===== src/logic/hbp_pkg.sv =====
package hbp_pkg;

  // register map of the host port
  localparam logic [8:0] IRQ_SUMMARY_ADDR = 9'h003;
  localparam logic [8:0] IRQ_MASK_BASE    = 9'h010;
  localparam logic [8:0] IRQ_LATCH_BASE   = 9'h018;
  localparam logic [7:0] MASK_RESET       = 8'h00;
  localparam logic [7:0] LATCH_RESET      = 8'h00;
  localparam logic [7:0] SUMMARY_RESET    = 8'h00;
  localparam logic [7:0] UNMAPPED_DATA    = 8'h00;
  localparam int         MAX_GROUPS       = 8;

  // host timing limits, in MHz
  localparam int SYNC_CLK_MAX_MHZ   = 36;
  localparam int ASYNC_INT_MHZ      = 32;
  localparam int ASYNC_MUX_HOST_MHZ = 16;
  localparam int ASYNC_SEP_HOST_MHZ = 30;

  // bus style select values
  localparam logic STYLE_SEPARATE = 1'b0;
  localparam logic STYLE_MUXED    = 1'b1;

  typedef enum logic [2:0] {
    ST_IDLE  = 3'b001,
    ST_READ  = 3'b010,
    ST_WRITE = 3'b100
  } hbp_state_e;

  // host control strobes; meaning of each but chip select depends on the bus style
  typedef struct packed {
    logic csN;       // chip select, both styles
    logic asAle;     // address strobe (low) or address latch enable (high)
    logic dsRdN;     // data strobe or read strobe, low active
    logic rwWrN;     // read/write direction (1 = read) or write strobe
  } hbp_ctl_s;

  // mode straps of the port
  typedef struct packed {
    logic busStyleSelect;
    logic syncModeSelect;
    logic clockSourceSelect;
  } hbp_mode_s;

  // every pin that crosses into the ref_clk domain
  typedef struct packed {
    hbp_ctl_s   ctl;
    hbp_mode_s  mode;
    logic [8:0] addr;
    logic [7:0] ad;
    logic       portClk;
    logic       irqLineN;
  } hbp_pins_s;

endpackage


===== src/logic/hbp_sync.sv =====
`timescale 1ns/1ps
`default_nettype none

// two-stage synchroniser for a bundle of level signals
module hbp_sync #(
  parameter int W = 1
) (
  // clock and reset
  input  wire logic         ref_clk,
  input  wire logic         rst_n,
  // bundle
  input  wire logic [W-1:0] d,
  output logic      [W-1:0] q
);

  typedef struct packed {
    logic [W-1:0] meta;
    logic [W-1:0] stable;
  } hbp_sync_s;

  hbp_sync_s state_r;
  hbp_sync_s state_nxt;

  if (W < 1)
  begin
    $error("hbp_sync: width must be at least 1");
  end

  always_comb
  begin
    state_nxt.meta   = d;
    state_nxt.stable = state_r.meta;
  end

  always_ff @(posedge ref_clk or negedge rst_n)
  begin
    if (!rst_n)
      state_r <= '0;
    else
      state_r <= state_nxt;
  end

  assign q = state_r.stable;

endmodule

`default_nettype wire


===== src/logic/hbp_port.sv =====
`timescale 1ns/1ps
`default_nettype none

// Function
// - separate style: register address comes from the nine address lines
// - muxed style: address is top address line plus shared bus, latched
// - data bytes use the shared bus; device drives it only during reads
// - style low: chip select, address strobe, read/write, data strobe
// - style high: chip select, address latch enable, read and write strobes
// - style high: low address bits are multiplexed on the shared bus
// - sync mode select: transfers are sampled on port clock edges
// - async modes: sync select and clock source both 0, internal clock
// - sync modes: sync select and clock source both 1, external clock
// - async port runs at 32 MHz; hosts limited to 16 or 30 MHz
// - interrupt request pin is active low open drain, wire-or capable
// - all sources share one request pin, each individually enabled
// - mask bit 1 permits, 0 blocks; all mask bits reset to 0
// - event latches capture events regardless of the mask
// - latched bits clear only when the host reads that latch register
// - summary register shows each active group as a high bit
// - reading the summary clears bits of groups no longer active; writing it does nothing
module hbp_port #(
  parameter int GROUPS = 4
) (
  // clock and reset
  input  wire logic                  ref_clk,
  input  wire logic                  rst_n,
  // host pins, asynchronous to ref_clk
  input  wire hbp_pkg::hbp_ctl_s     hostCtl,
  input  wire hbp_pkg::hbp_mode_s    hostMode,
  input  wire logic                  portClk,
  input  wire logic [8:0]            addrIn,
  // shared address/data bus
  input  wire logic [7:0]            adIn,
  output logic      [7:0]            adOut,
  output logic                       adOe,
  // open-drain interrupt request
  input  wire logic                  intReqInN,
  output logic                       intReqOutN,
  output logic                       intReqOe,
  // interrupt events from the device core, one bus per group
  input  wire logic [GROUPS-1:0][7:0] eventIn
);

  typedef struct packed {
    hbp_pkg::hbp_state_e   st;
    logic                  clkPrev;
    logic [8:0]            addrLat;
    logic [GROUPS-1:0][7:0] mask;
    logic [GROUPS-1:0][7:0] latch;
    logic [7:0]            summ;
    logic [7:0]            rdData;
    logic                  adOe;
    logic                  reqN;
  } hbp_port_s;

  hbp_port_s         state_r;
  hbp_port_s         state_nxt;
  hbp_pkg::hbp_pins_s pinsRaw;
  hbp_pkg::hbp_pins_s pinsS;
  logic              useExt;
  logic              step;
  logic              rdReq;
  logic              wrReq;
  logic [8:0]        accAddr;
  logic [GROUPS-1:0] clrLat;
  logic              clrSum;
  logic [GROUPS-1:0] groupActive;

  // elaboration-time refusal of group counts the register map cannot hold
  if (GROUPS < 1 || GROUPS > hbp_pkg::MAX_GROUPS)
  begin
    $error("hbp_port: GROUPS must be 1..8");
  end

  assign pinsRaw = '{ctl: hostCtl, mode: hostMode, addr: addrIn, ad: adIn,
                     portClk: portClk, irqLineN: intReqInN};

  hbp_sync #(
    .W ($bits(hbp_pkg::hbp_pins_s))
  ) u_sync (
    .ref_clk (ref_clk),
    .rst_n   (rst_n),
    .d       (pinsRaw),
    .q       (pinsS)
  );

  // read mux over the register map
  function automatic logic [7:0] readMux(input hbp_port_s s, input logic [8:0] a);
    logic [7:0] v;
    v = hbp_pkg::UNMAPPED_DATA;
    if (a == hbp_pkg::IRQ_SUMMARY_ADDR)
      v = s.summ;
    for (int g = 0; g < GROUPS; g++)
    begin
      if (a == hbp_pkg::IRQ_MASK_BASE + 9'(g))
        v = s.mask[g];
      if (a == hbp_pkg::IRQ_LATCH_BASE + 9'(g))
        v = s.latch[g];
    end
    return v;
  endfunction

  always_comb
  begin
    state_nxt = state_r;
    // external clock when sync mode or external clock source is strapped
    useExt = pinsS.mode.syncModeSelect | pinsS.mode.clockSourceSelect;
    step   = useExt ? (pinsS.portClk & ~state_r.clkPrev) : 1'b1;
    state_nxt.clkPrev = pinsS.portClk;
    if (pinsS.mode.busStyleSelect == hbp_pkg::STYLE_MUXED)
    begin
      rdReq   = ~pinsS.ctl.csN & ~pinsS.ctl.dsRdN;
      wrReq   = ~pinsS.ctl.csN & ~pinsS.ctl.rwWrN;
      accAddr = state_r.addrLat;
      if (step && pinsS.ctl.asAle)
        state_nxt.addrLat = {pinsS.addr[8], pinsS.ad};
    end
    else
    begin
      rdReq   = ~pinsS.ctl.csN & ~pinsS.ctl.asAle & ~pinsS.ctl.dsRdN & pinsS.ctl.rwWrN;
      wrReq   = ~pinsS.ctl.csN & ~pinsS.ctl.asAle & ~pinsS.ctl.dsRdN & ~pinsS.ctl.rwWrN;
      accAddr = pinsS.addr;
    end
    clrLat = '0;
    clrSum = 1'b0;
    case (state_r.st)
      hbp_pkg::ST_IDLE:
      begin
        if (step && rdReq)
        begin
          state_nxt.rdData = readMux(state_r, accAddr);
          state_nxt.adOe   = 1'b1;
          state_nxt.st     = hbp_pkg::ST_READ;
          clrSum = (accAddr == hbp_pkg::IRQ_SUMMARY_ADDR);
          for (int g = 0; g < GROUPS; g++)
            clrLat[g] = (accAddr == hbp_pkg::IRQ_LATCH_BASE + 9'(g));
        end
        else if (step && wrReq)
        begin
          // only the masks are writable; summary and latches ignore writes
          for (int g = 0; g < GROUPS; g++)
            if (accAddr == hbp_pkg::IRQ_MASK_BASE + 9'(g))
              state_nxt.mask[g] = pinsS.ad;
          state_nxt.st = hbp_pkg::ST_WRITE;
        end
      end
      hbp_pkg::ST_READ:
      begin
        if (step && !rdReq)
        begin
          state_nxt.adOe = 1'b0;
          state_nxt.st   = hbp_pkg::ST_IDLE;
        end
      end
      hbp_pkg::ST_WRITE:
      begin
        if (step && !wrReq)
          state_nxt.st = hbp_pkg::ST_IDLE;
      end
      default:
      begin
        state_nxt.adOe = 1'b0;
        state_nxt.st   = hbp_pkg::ST_IDLE;
      end
    endcase
    // events set regardless of mask; a set in the clearing cycle wins
    for (int g = 0; g < GROUPS; g++)
    begin
      state_nxt.latch[g] = (clrLat[g] ? 8'h00 : state_r.latch[g]) | eventIn[g];
      groupActive[g]     = |(state_r.latch[g] & state_r.mask[g]);
    end
    state_nxt.summ = clrSum ? 8'h00 : state_r.summ;
    state_nxt.summ[GROUPS-1:0] = state_nxt.summ[GROUPS-1:0] | groupActive;
    state_nxt.reqN = 1'b1;
    for (int g = 0; g < GROUPS; g++)
      if (|(state_nxt.latch[g] & state_nxt.mask[g]))
        state_nxt.reqN = 1'b0;
  end

  always_ff @(posedge ref_clk or negedge rst_n)
  begin
    if (!rst_n)
    begin
      state_r         <= '0;
      state_r.st      <= hbp_pkg::ST_IDLE;
      state_r.mask    <= {GROUPS{hbp_pkg::MASK_RESET}};
      state_r.latch   <= {GROUPS{hbp_pkg::LATCH_RESET}};
      state_r.summ    <= hbp_pkg::SUMMARY_RESET;
      state_r.reqN    <= 1'b1;
    end
    else
      state_r <= state_nxt;
  end

  // open drain: output value is always low, enable pulls the line
  assign adOut      = state_r.rdData;
  assign adOe       = state_r.adOe;
  assign intReqOutN = state_r.reqN & 1'b0;
  assign intReqOe   = ~state_r.reqN;

  chk_rd_drive: assert property (@(posedge ref_clk) disable iff (!rst_n)
    adOe |-> state_r.st == hbp_pkg::ST_READ)
    else $error("shared bus driven outside a read");

  chk_rd_release: assert property (@(posedge ref_clk) disable iff (!rst_n)
    (state_r.st == hbp_pkg::ST_READ && step && !rdReq) |=> !adOe ##1 !adOe)
    else $error("shared bus not released after read strobe");

  chk_event_capture: assert property (@(posedge ref_clk) disable iff (!rst_n)
    (eventIn[0] != 8'h00) |=> ((state_r.latch[0] & $past(eventIn[0])) == $past(eventIn[0])))
    else $error("event not latched");

  chk_latch_hold: assert property (@(posedge ref_clk) disable iff (!rst_n)
    ((state_r.latch[0] & ~state_nxt.latch[0]) != 8'h00) |-> clrLat[0])
    else $error("latched bit dropped without a read");

  chk_sum_clear: assert property (@(posedge ref_clk) disable iff (!rst_n)
    (clrSum && groupActive == '0) |=> state_r.summ == 8'h00)
    else $error("summary not cleared by read");

  chk_irq_assert: assert property (@(posedge ref_clk) disable iff (!rst_n)
    (groupActive != '0) |-> (intReqOe && !intReqOutN))
    else $error("request not driven for enabled event");

  chk_irq_block: assert property (@(posedge ref_clk) disable iff (!rst_n)
    (groupActive == '0) |-> !intReqOe)
    else $error("request driven with nothing enabled");

  chk_sep_addr: assert property (@(posedge ref_clk) disable iff (!rst_n)
    (state_r.st == hbp_pkg::ST_IDLE && step && rdReq && !pinsS.mode.busStyleSelect
     && pinsS.addr == hbp_pkg::IRQ_SUMMARY_ADDR) |=> adOut == $past(state_r.summ))
    else $error("separate-style read returned wrong data");

  chk_mux_addr: assert property (@(posedge ref_clk) disable iff (!rst_n)
    (pinsS.mode.busStyleSelect && step && pinsS.ctl.asAle)
    |=> state_r.addrLat == {$past(pinsS.addr[8]), $past(pinsS.ad)})
    else $error("muxed address not latched");

  chk_sync_sample: assert property (@(posedge ref_clk) disable iff (!rst_n)
    (useExt && !step) |=> $stable(state_r.st))
    else $error("state moved without a port clock edge");

  // host bus: takes, data path and write effects
  chk_async_take: assert property (@(posedge ref_clk) disable iff (!rst_n)
    (!useExt && state_r.st == hbp_pkg::ST_IDLE && rdReq) |=> adOe)
    else $error("async read not answered in one cycle");

  chk_sync_take: assert property (@(posedge ref_clk) disable iff (!rst_n)
    (useExt && step && state_r.st == hbp_pkg::ST_IDLE && rdReq) |=> adOe)
    else $error("sync read not answered after port clock edge");

  chk_rd_data: assert property (@(posedge ref_clk) disable iff (!rst_n)
    (state_r.st == hbp_pkg::ST_IDLE && step && rdReq && accAddr == hbp_pkg::IRQ_MASK_BASE)
    |=> adOut == $past(state_r.mask[0]))
    else $error("mask read returned wrong data");

  chk_mask_write: assert property (@(posedge ref_clk) disable iff (!rst_n)
    (state_r.st == hbp_pkg::ST_IDLE && step && !rdReq && wrReq
     && accAddr == hbp_pkg::IRQ_MASK_BASE) |=> state_r.mask[0] == $past(pinsS.ad))
    else $error("mask write did not land");

  chk_addr_hold: assert property (@(posedge ref_clk) disable iff (!rst_n)
    (pinsS.mode.busStyleSelect && !pinsS.ctl.asAle) |=> $stable(state_r.addrLat))
    else $error("muxed address moved without address latch enable");

  // interrupt side: latches and summary
  chk_latch_clear: assert property (@(posedge ref_clk) disable iff (!rst_n)
    (clrLat[0] && eventIn[0] == 8'h00) |=> state_r.latch[0] == 8'h00)
    else $error("latch not cleared by read");

  chk_latch_nowrite: assert property (@(posedge ref_clk) disable iff (!rst_n)
    (state_r.st == hbp_pkg::ST_IDLE && step && !rdReq && wrReq)
    |=> (state_r.latch[0] & $past(state_r.latch[0])) == $past(state_r.latch[0]))
    else $error("write disturbed a latch");

  chk_sum_nowrite: assert property (@(posedge ref_clk) disable iff (!rst_n)
    (state_r.st == hbp_pkg::ST_IDLE && step && !rdReq && wrReq)
    |=> (state_r.summ & $past(state_r.summ)) == $past(state_r.summ))
    else $error("write disturbed the summary");

  chk_sum_reflect: assert property (@(posedge ref_clk) disable iff (!rst_n)
    (groupActive != '0)
    |=> (state_r.summ[GROUPS-1:0] & $past(groupActive)) == $past(groupActive))
    else $error("active group missing from summary");

  cov_read: cover property (@(posedge ref_clk) disable iff (!rst_n)
    state_r.st == hbp_pkg::ST_READ ##1 state_r.st == hbp_pkg::ST_IDLE);

  cov_write: cover property (@(posedge ref_clk) disable iff (!rst_n)
    state_r.st == hbp_pkg::ST_WRITE);

  cov_irq_line: cover property (@(posedge ref_clk) disable iff (!rst_n)
    intReqOe && !pinsS.irqLineN);

  cov_sync_read: cover property (@(posedge ref_clk) disable iff (!rst_n)
    useExt && state_r.st == hbp_pkg::ST_READ);

  cov_mux_write: cover property (@(posedge ref_clk) disable iff (!rst_n)
    pinsS.mode.busStyleSelect && state_r.st == hbp_pkg::ST_WRITE);

endmodule

`default_nettype wire


===== config.mk =====
export PLATFORM = sky130hd
export DESIGN_NAME = hbp_port
export DESIGN_NICKNAME = d
export VERILOG_FILES = /design/src/logic/hbp_pkg.sv /design/src/logic/hbp_sync.sv /design/src/logic/hbp_port.sv
export SDC_FILE = /design/constraint.sdc
export NUM_CORES = 1
export LEC_CHECK = 0
export ABC_AREA = 1
export BUFFER_PORTS_ARGS = -buffer_cell sky130_fd_sc_hd__buf_2
export CELL_PAD_IN_SITES_DETAIL_PLACEMENT = 0
export CELL_PAD_IN_SITES_GLOBAL_PLACEMENT = 2
export CORE_UTILIZATION = 36
export DETAILED_ROUTE_END_ITERATION = 7
export GPL_TIMING_DRIVEN = 0
export PLACE_DENSITY_LB_ADDON = 0.15
export SYNTH_ARGS = -nofsm -noshare
export SYNTH_HDL_FRONTEND = slang
export SYNTH_HIERARCHICAL = 1
export SYNTH_SLANG_ARGS = --single-unit

===== constraint.sdc =====
create_clock -name ref_clk -period 2.5 [get_ports ref_clk]
set_input_delay 0.5 -clock ref_clk [delete_from_list [all_inputs] [get_ports ref_clk]]
set_output_delay 0.5 -clock ref_clk [all_outputs]
set_load 0.005 [all_outputs]

==> impl_metrics.env <==
export IMPL_nets=896
export IMPL_start_util=0.371
export IMPL_via_per_inst=4.69
export IMPL_die_h_um=136
export IMPL_synth_cells=748
export IMPL_via_count=5038
export IMPL_h_tree_depth=4
export IMPL_startpoint_type="flip-flop"
export IMPL_cap_violations=0
export IMPL_cp_arrival_ns=2.74
export IMPL_wl_per_cell_um=16.5
export IMPL_cts_root_to_sink_buffers=2
export IMPL_final_area_sq_um=7700
export IMPL_ff2ff_setup_slack_ns=0.11
export IMPL_num_antenna_cells=0
export IMPL_synth_area_sq_um=6460
export IMPL_slew_headroom=0.441
export IMPL_root_buffer="clkbuf_16"
export IMPL_postCtsSetupBuffers=0
export IMPL_drive_above_1_share=0.211
export IMPL_dp_slack_ns=0.107
export IMPL_path_clk_slew_ns=0.07
export IMPL_fmax_mhz=419
export IMPL_crit_type="reg2reg"
export IMPL_setup_violations_final=0
export IMPL_r2r_end="state_r[0]"
export IMPL_critical_path_max_fanout=10
export IMPL_grt_pass1_wl_um=27800
export IMPL_finClkSkew_ns=0.00943
export IMPL_leakagePower_nw=4.14
export IMPL_cp_end_kind="flip-flop"
export IMPL_fin_crit_sh=0.955
export IMPL_wirelength_um=17800
export IMPL_place_area_sq_um=7110
export IMPL_grt_start_max_net_pins=74
export IMPL_drcViolationCount=0
export IMPL_p_per_area_nw_per_um2=702
export IMPL_grt_ovfl_total=0
export IMPL_core_area_sq_um=17400
export IMPL_hold_viol_final=0
export IMPL_port_buffers=68
export IMPL_vdd_drop_max_uv=448
export IMPL_syn_nets=808
export IMPL_final_antenna_net_count=0
export IMPL_num_rows=48
export IMPL_critPathRequiredTime_ns=2.85
export IMPL_place_congestion=0.928
export IMPL_hold_buffers=0
export IMPL_clock_latency_ns=0.42
export IMPL_cp_startpoint="u_sync/q[21]"
export IMPL_worst_slew_pin_slew_ns=0.831
export IMPL_cts_sinks=141
export IMPL_die_area_sq_um=18500
export IMPL_rr_worst_depth=17
export IMPL_io_pins=71
export IMPL_rsz0062_at_grt="yes"
export IMPL_reg2reg_from="u_sync/q[21]"
export IMPL_avgSynthCellArea_sq_um=8.63
export IMPL_min_path_type="in2async"
export IMPL_finalSetupTns_ns=0
export IMPL_area_growth_pct=19.3
export IMPL_antenna_found_initial=0
export IMPL_cts_buffers=17
export IMPL_setup_ws_ns=0.113
export IMPL_die_x_um=136
export IMPL_post_route_min_period_ns=2.39
export IMPL_cts_tree="built"
export IMPL_status="complete, no violations"
export IMPL_grt_usage=0.210
export IMPL_drt_iter0_markers=342
export IMPL_dp_hpwl_um=13200
export IMPL_yosysWarnings=6
export IMPL_grt_pass1_vias=4956
export IMPL_first_pass_iters=7
export IMPL_drv_slew=0
worst max-delay path: stages, from the launching register on:
cell and delay [ns]:
dfrtp_1 0.40, buf_6 0.16, buf_6 0.14, nand2_2 0.08
nand2_4 0.09, nor2_4 0.15, nand3_4 0.12, nor2_4 0.20
nand2_2 0.17, nand2_1 0.10, nand2_1 0.09, nand2_1 0.11
nand2_1 0.07, inv_2 0.04, nand2_1 0.05, nor2_1 0.16
nand2_1 0.07, nor2_1 0.11
worst max path at each step:
stage                        endpoint  slack (ns)  cells past startpoint
after floorplan              adOut[5]        0.57                     13
after CTS                  state_r[0]        0.07                     15
after global placement    state_r[24]       -1.05                      1
after global routing         adOut[5]       -0.07                     11
final                      state_r[0]        0.11                     17
after detailed placement     adOut[3]        0.11                     14
cell usage in the layout, fill, tap and decap left out, types with 2 or more instances in the layout:
master and n:
nand2_1 307, dfrtp_1 139, inv_1 82, buf_2 67
nor2_1 33, a21oi_1 22, o21ai_0 20, nand3_1 17
nand4_1 17, clkbuf_16 17, nand2_2 13, inv_2 11
nor2_4 10, buf_4 10, nand2_4 6, nand3_4 6
o21ai_1 6, a221oi_1 6, inv_6 6, nor2_8 5
clkinv_4 5, buf_6 4, nand3_2 4, o21ai_2 3
a22o_1 3, clkinv_1 3, nor3_1 3, o211ai_1 3
clkbuf_1 2, dfstp_2 2
flip-flops by register name (all words and copies together) (netlist names):
register and flops:
adOe 1, adOut 8, state_r 82, u_sync/q 25, u_sync/state_nxt 25
layer usage:
| metal | track usage | up-vias | wire (um) |
|---|---|---|---|
| li1 | - | 2527 | - |
| met1 | 0.288 | 2362 | 8560 |
| met2 | 0.334 | 127 | 8270 |
| met3 | 0.0399 | 22 | 627 |
| met4 | 0.0660 | 0 | 305 |
| met5 | 0 | - | 0 |
power breakdown:
part           internal, mW  switching (mW)
Combinational         0.166           0.337
Sequential             2.41          0.0858
Clock                  1.33            1.07
Total                  3.91            1.50
per-stage QoR:
| stage | power (mW) | instances | hold slack (ns) | util |
|---|---|---|---|---|
| after CTS | 5.45 | 1074 | 0.0981 | 0.441 |
| final | 5.40 | 1074 | 0.0760 | 0.442 |
| after floorplan | 2.82 | 748 | 0.204 | - |
| after global routing | 5.64 | 1074 | 0.123 | 0.442 |
| after detailed placement | 3.03 | 1042 | 0.335 | 0.408 |
| after global placement | 3.02 | 1041 | 0.332 | 0.406 |
repair_timing:
item,4_1_cts,5_1_grt
hold endpoints to repair,0,0
endpoints found under the setup margin,0,6
gates resized for setup,0,5
cell type report:
class	instances	area (sq um)
sequential	141	3530
multi-input combinational	495	2460
inverter	97	369
clock inverter	14	128
tap	225	282
timing repair buffer	69	374
buffer	15	116
clock buffer	18	439
fill	1786	9710
(Power assumes the default switching activity.)
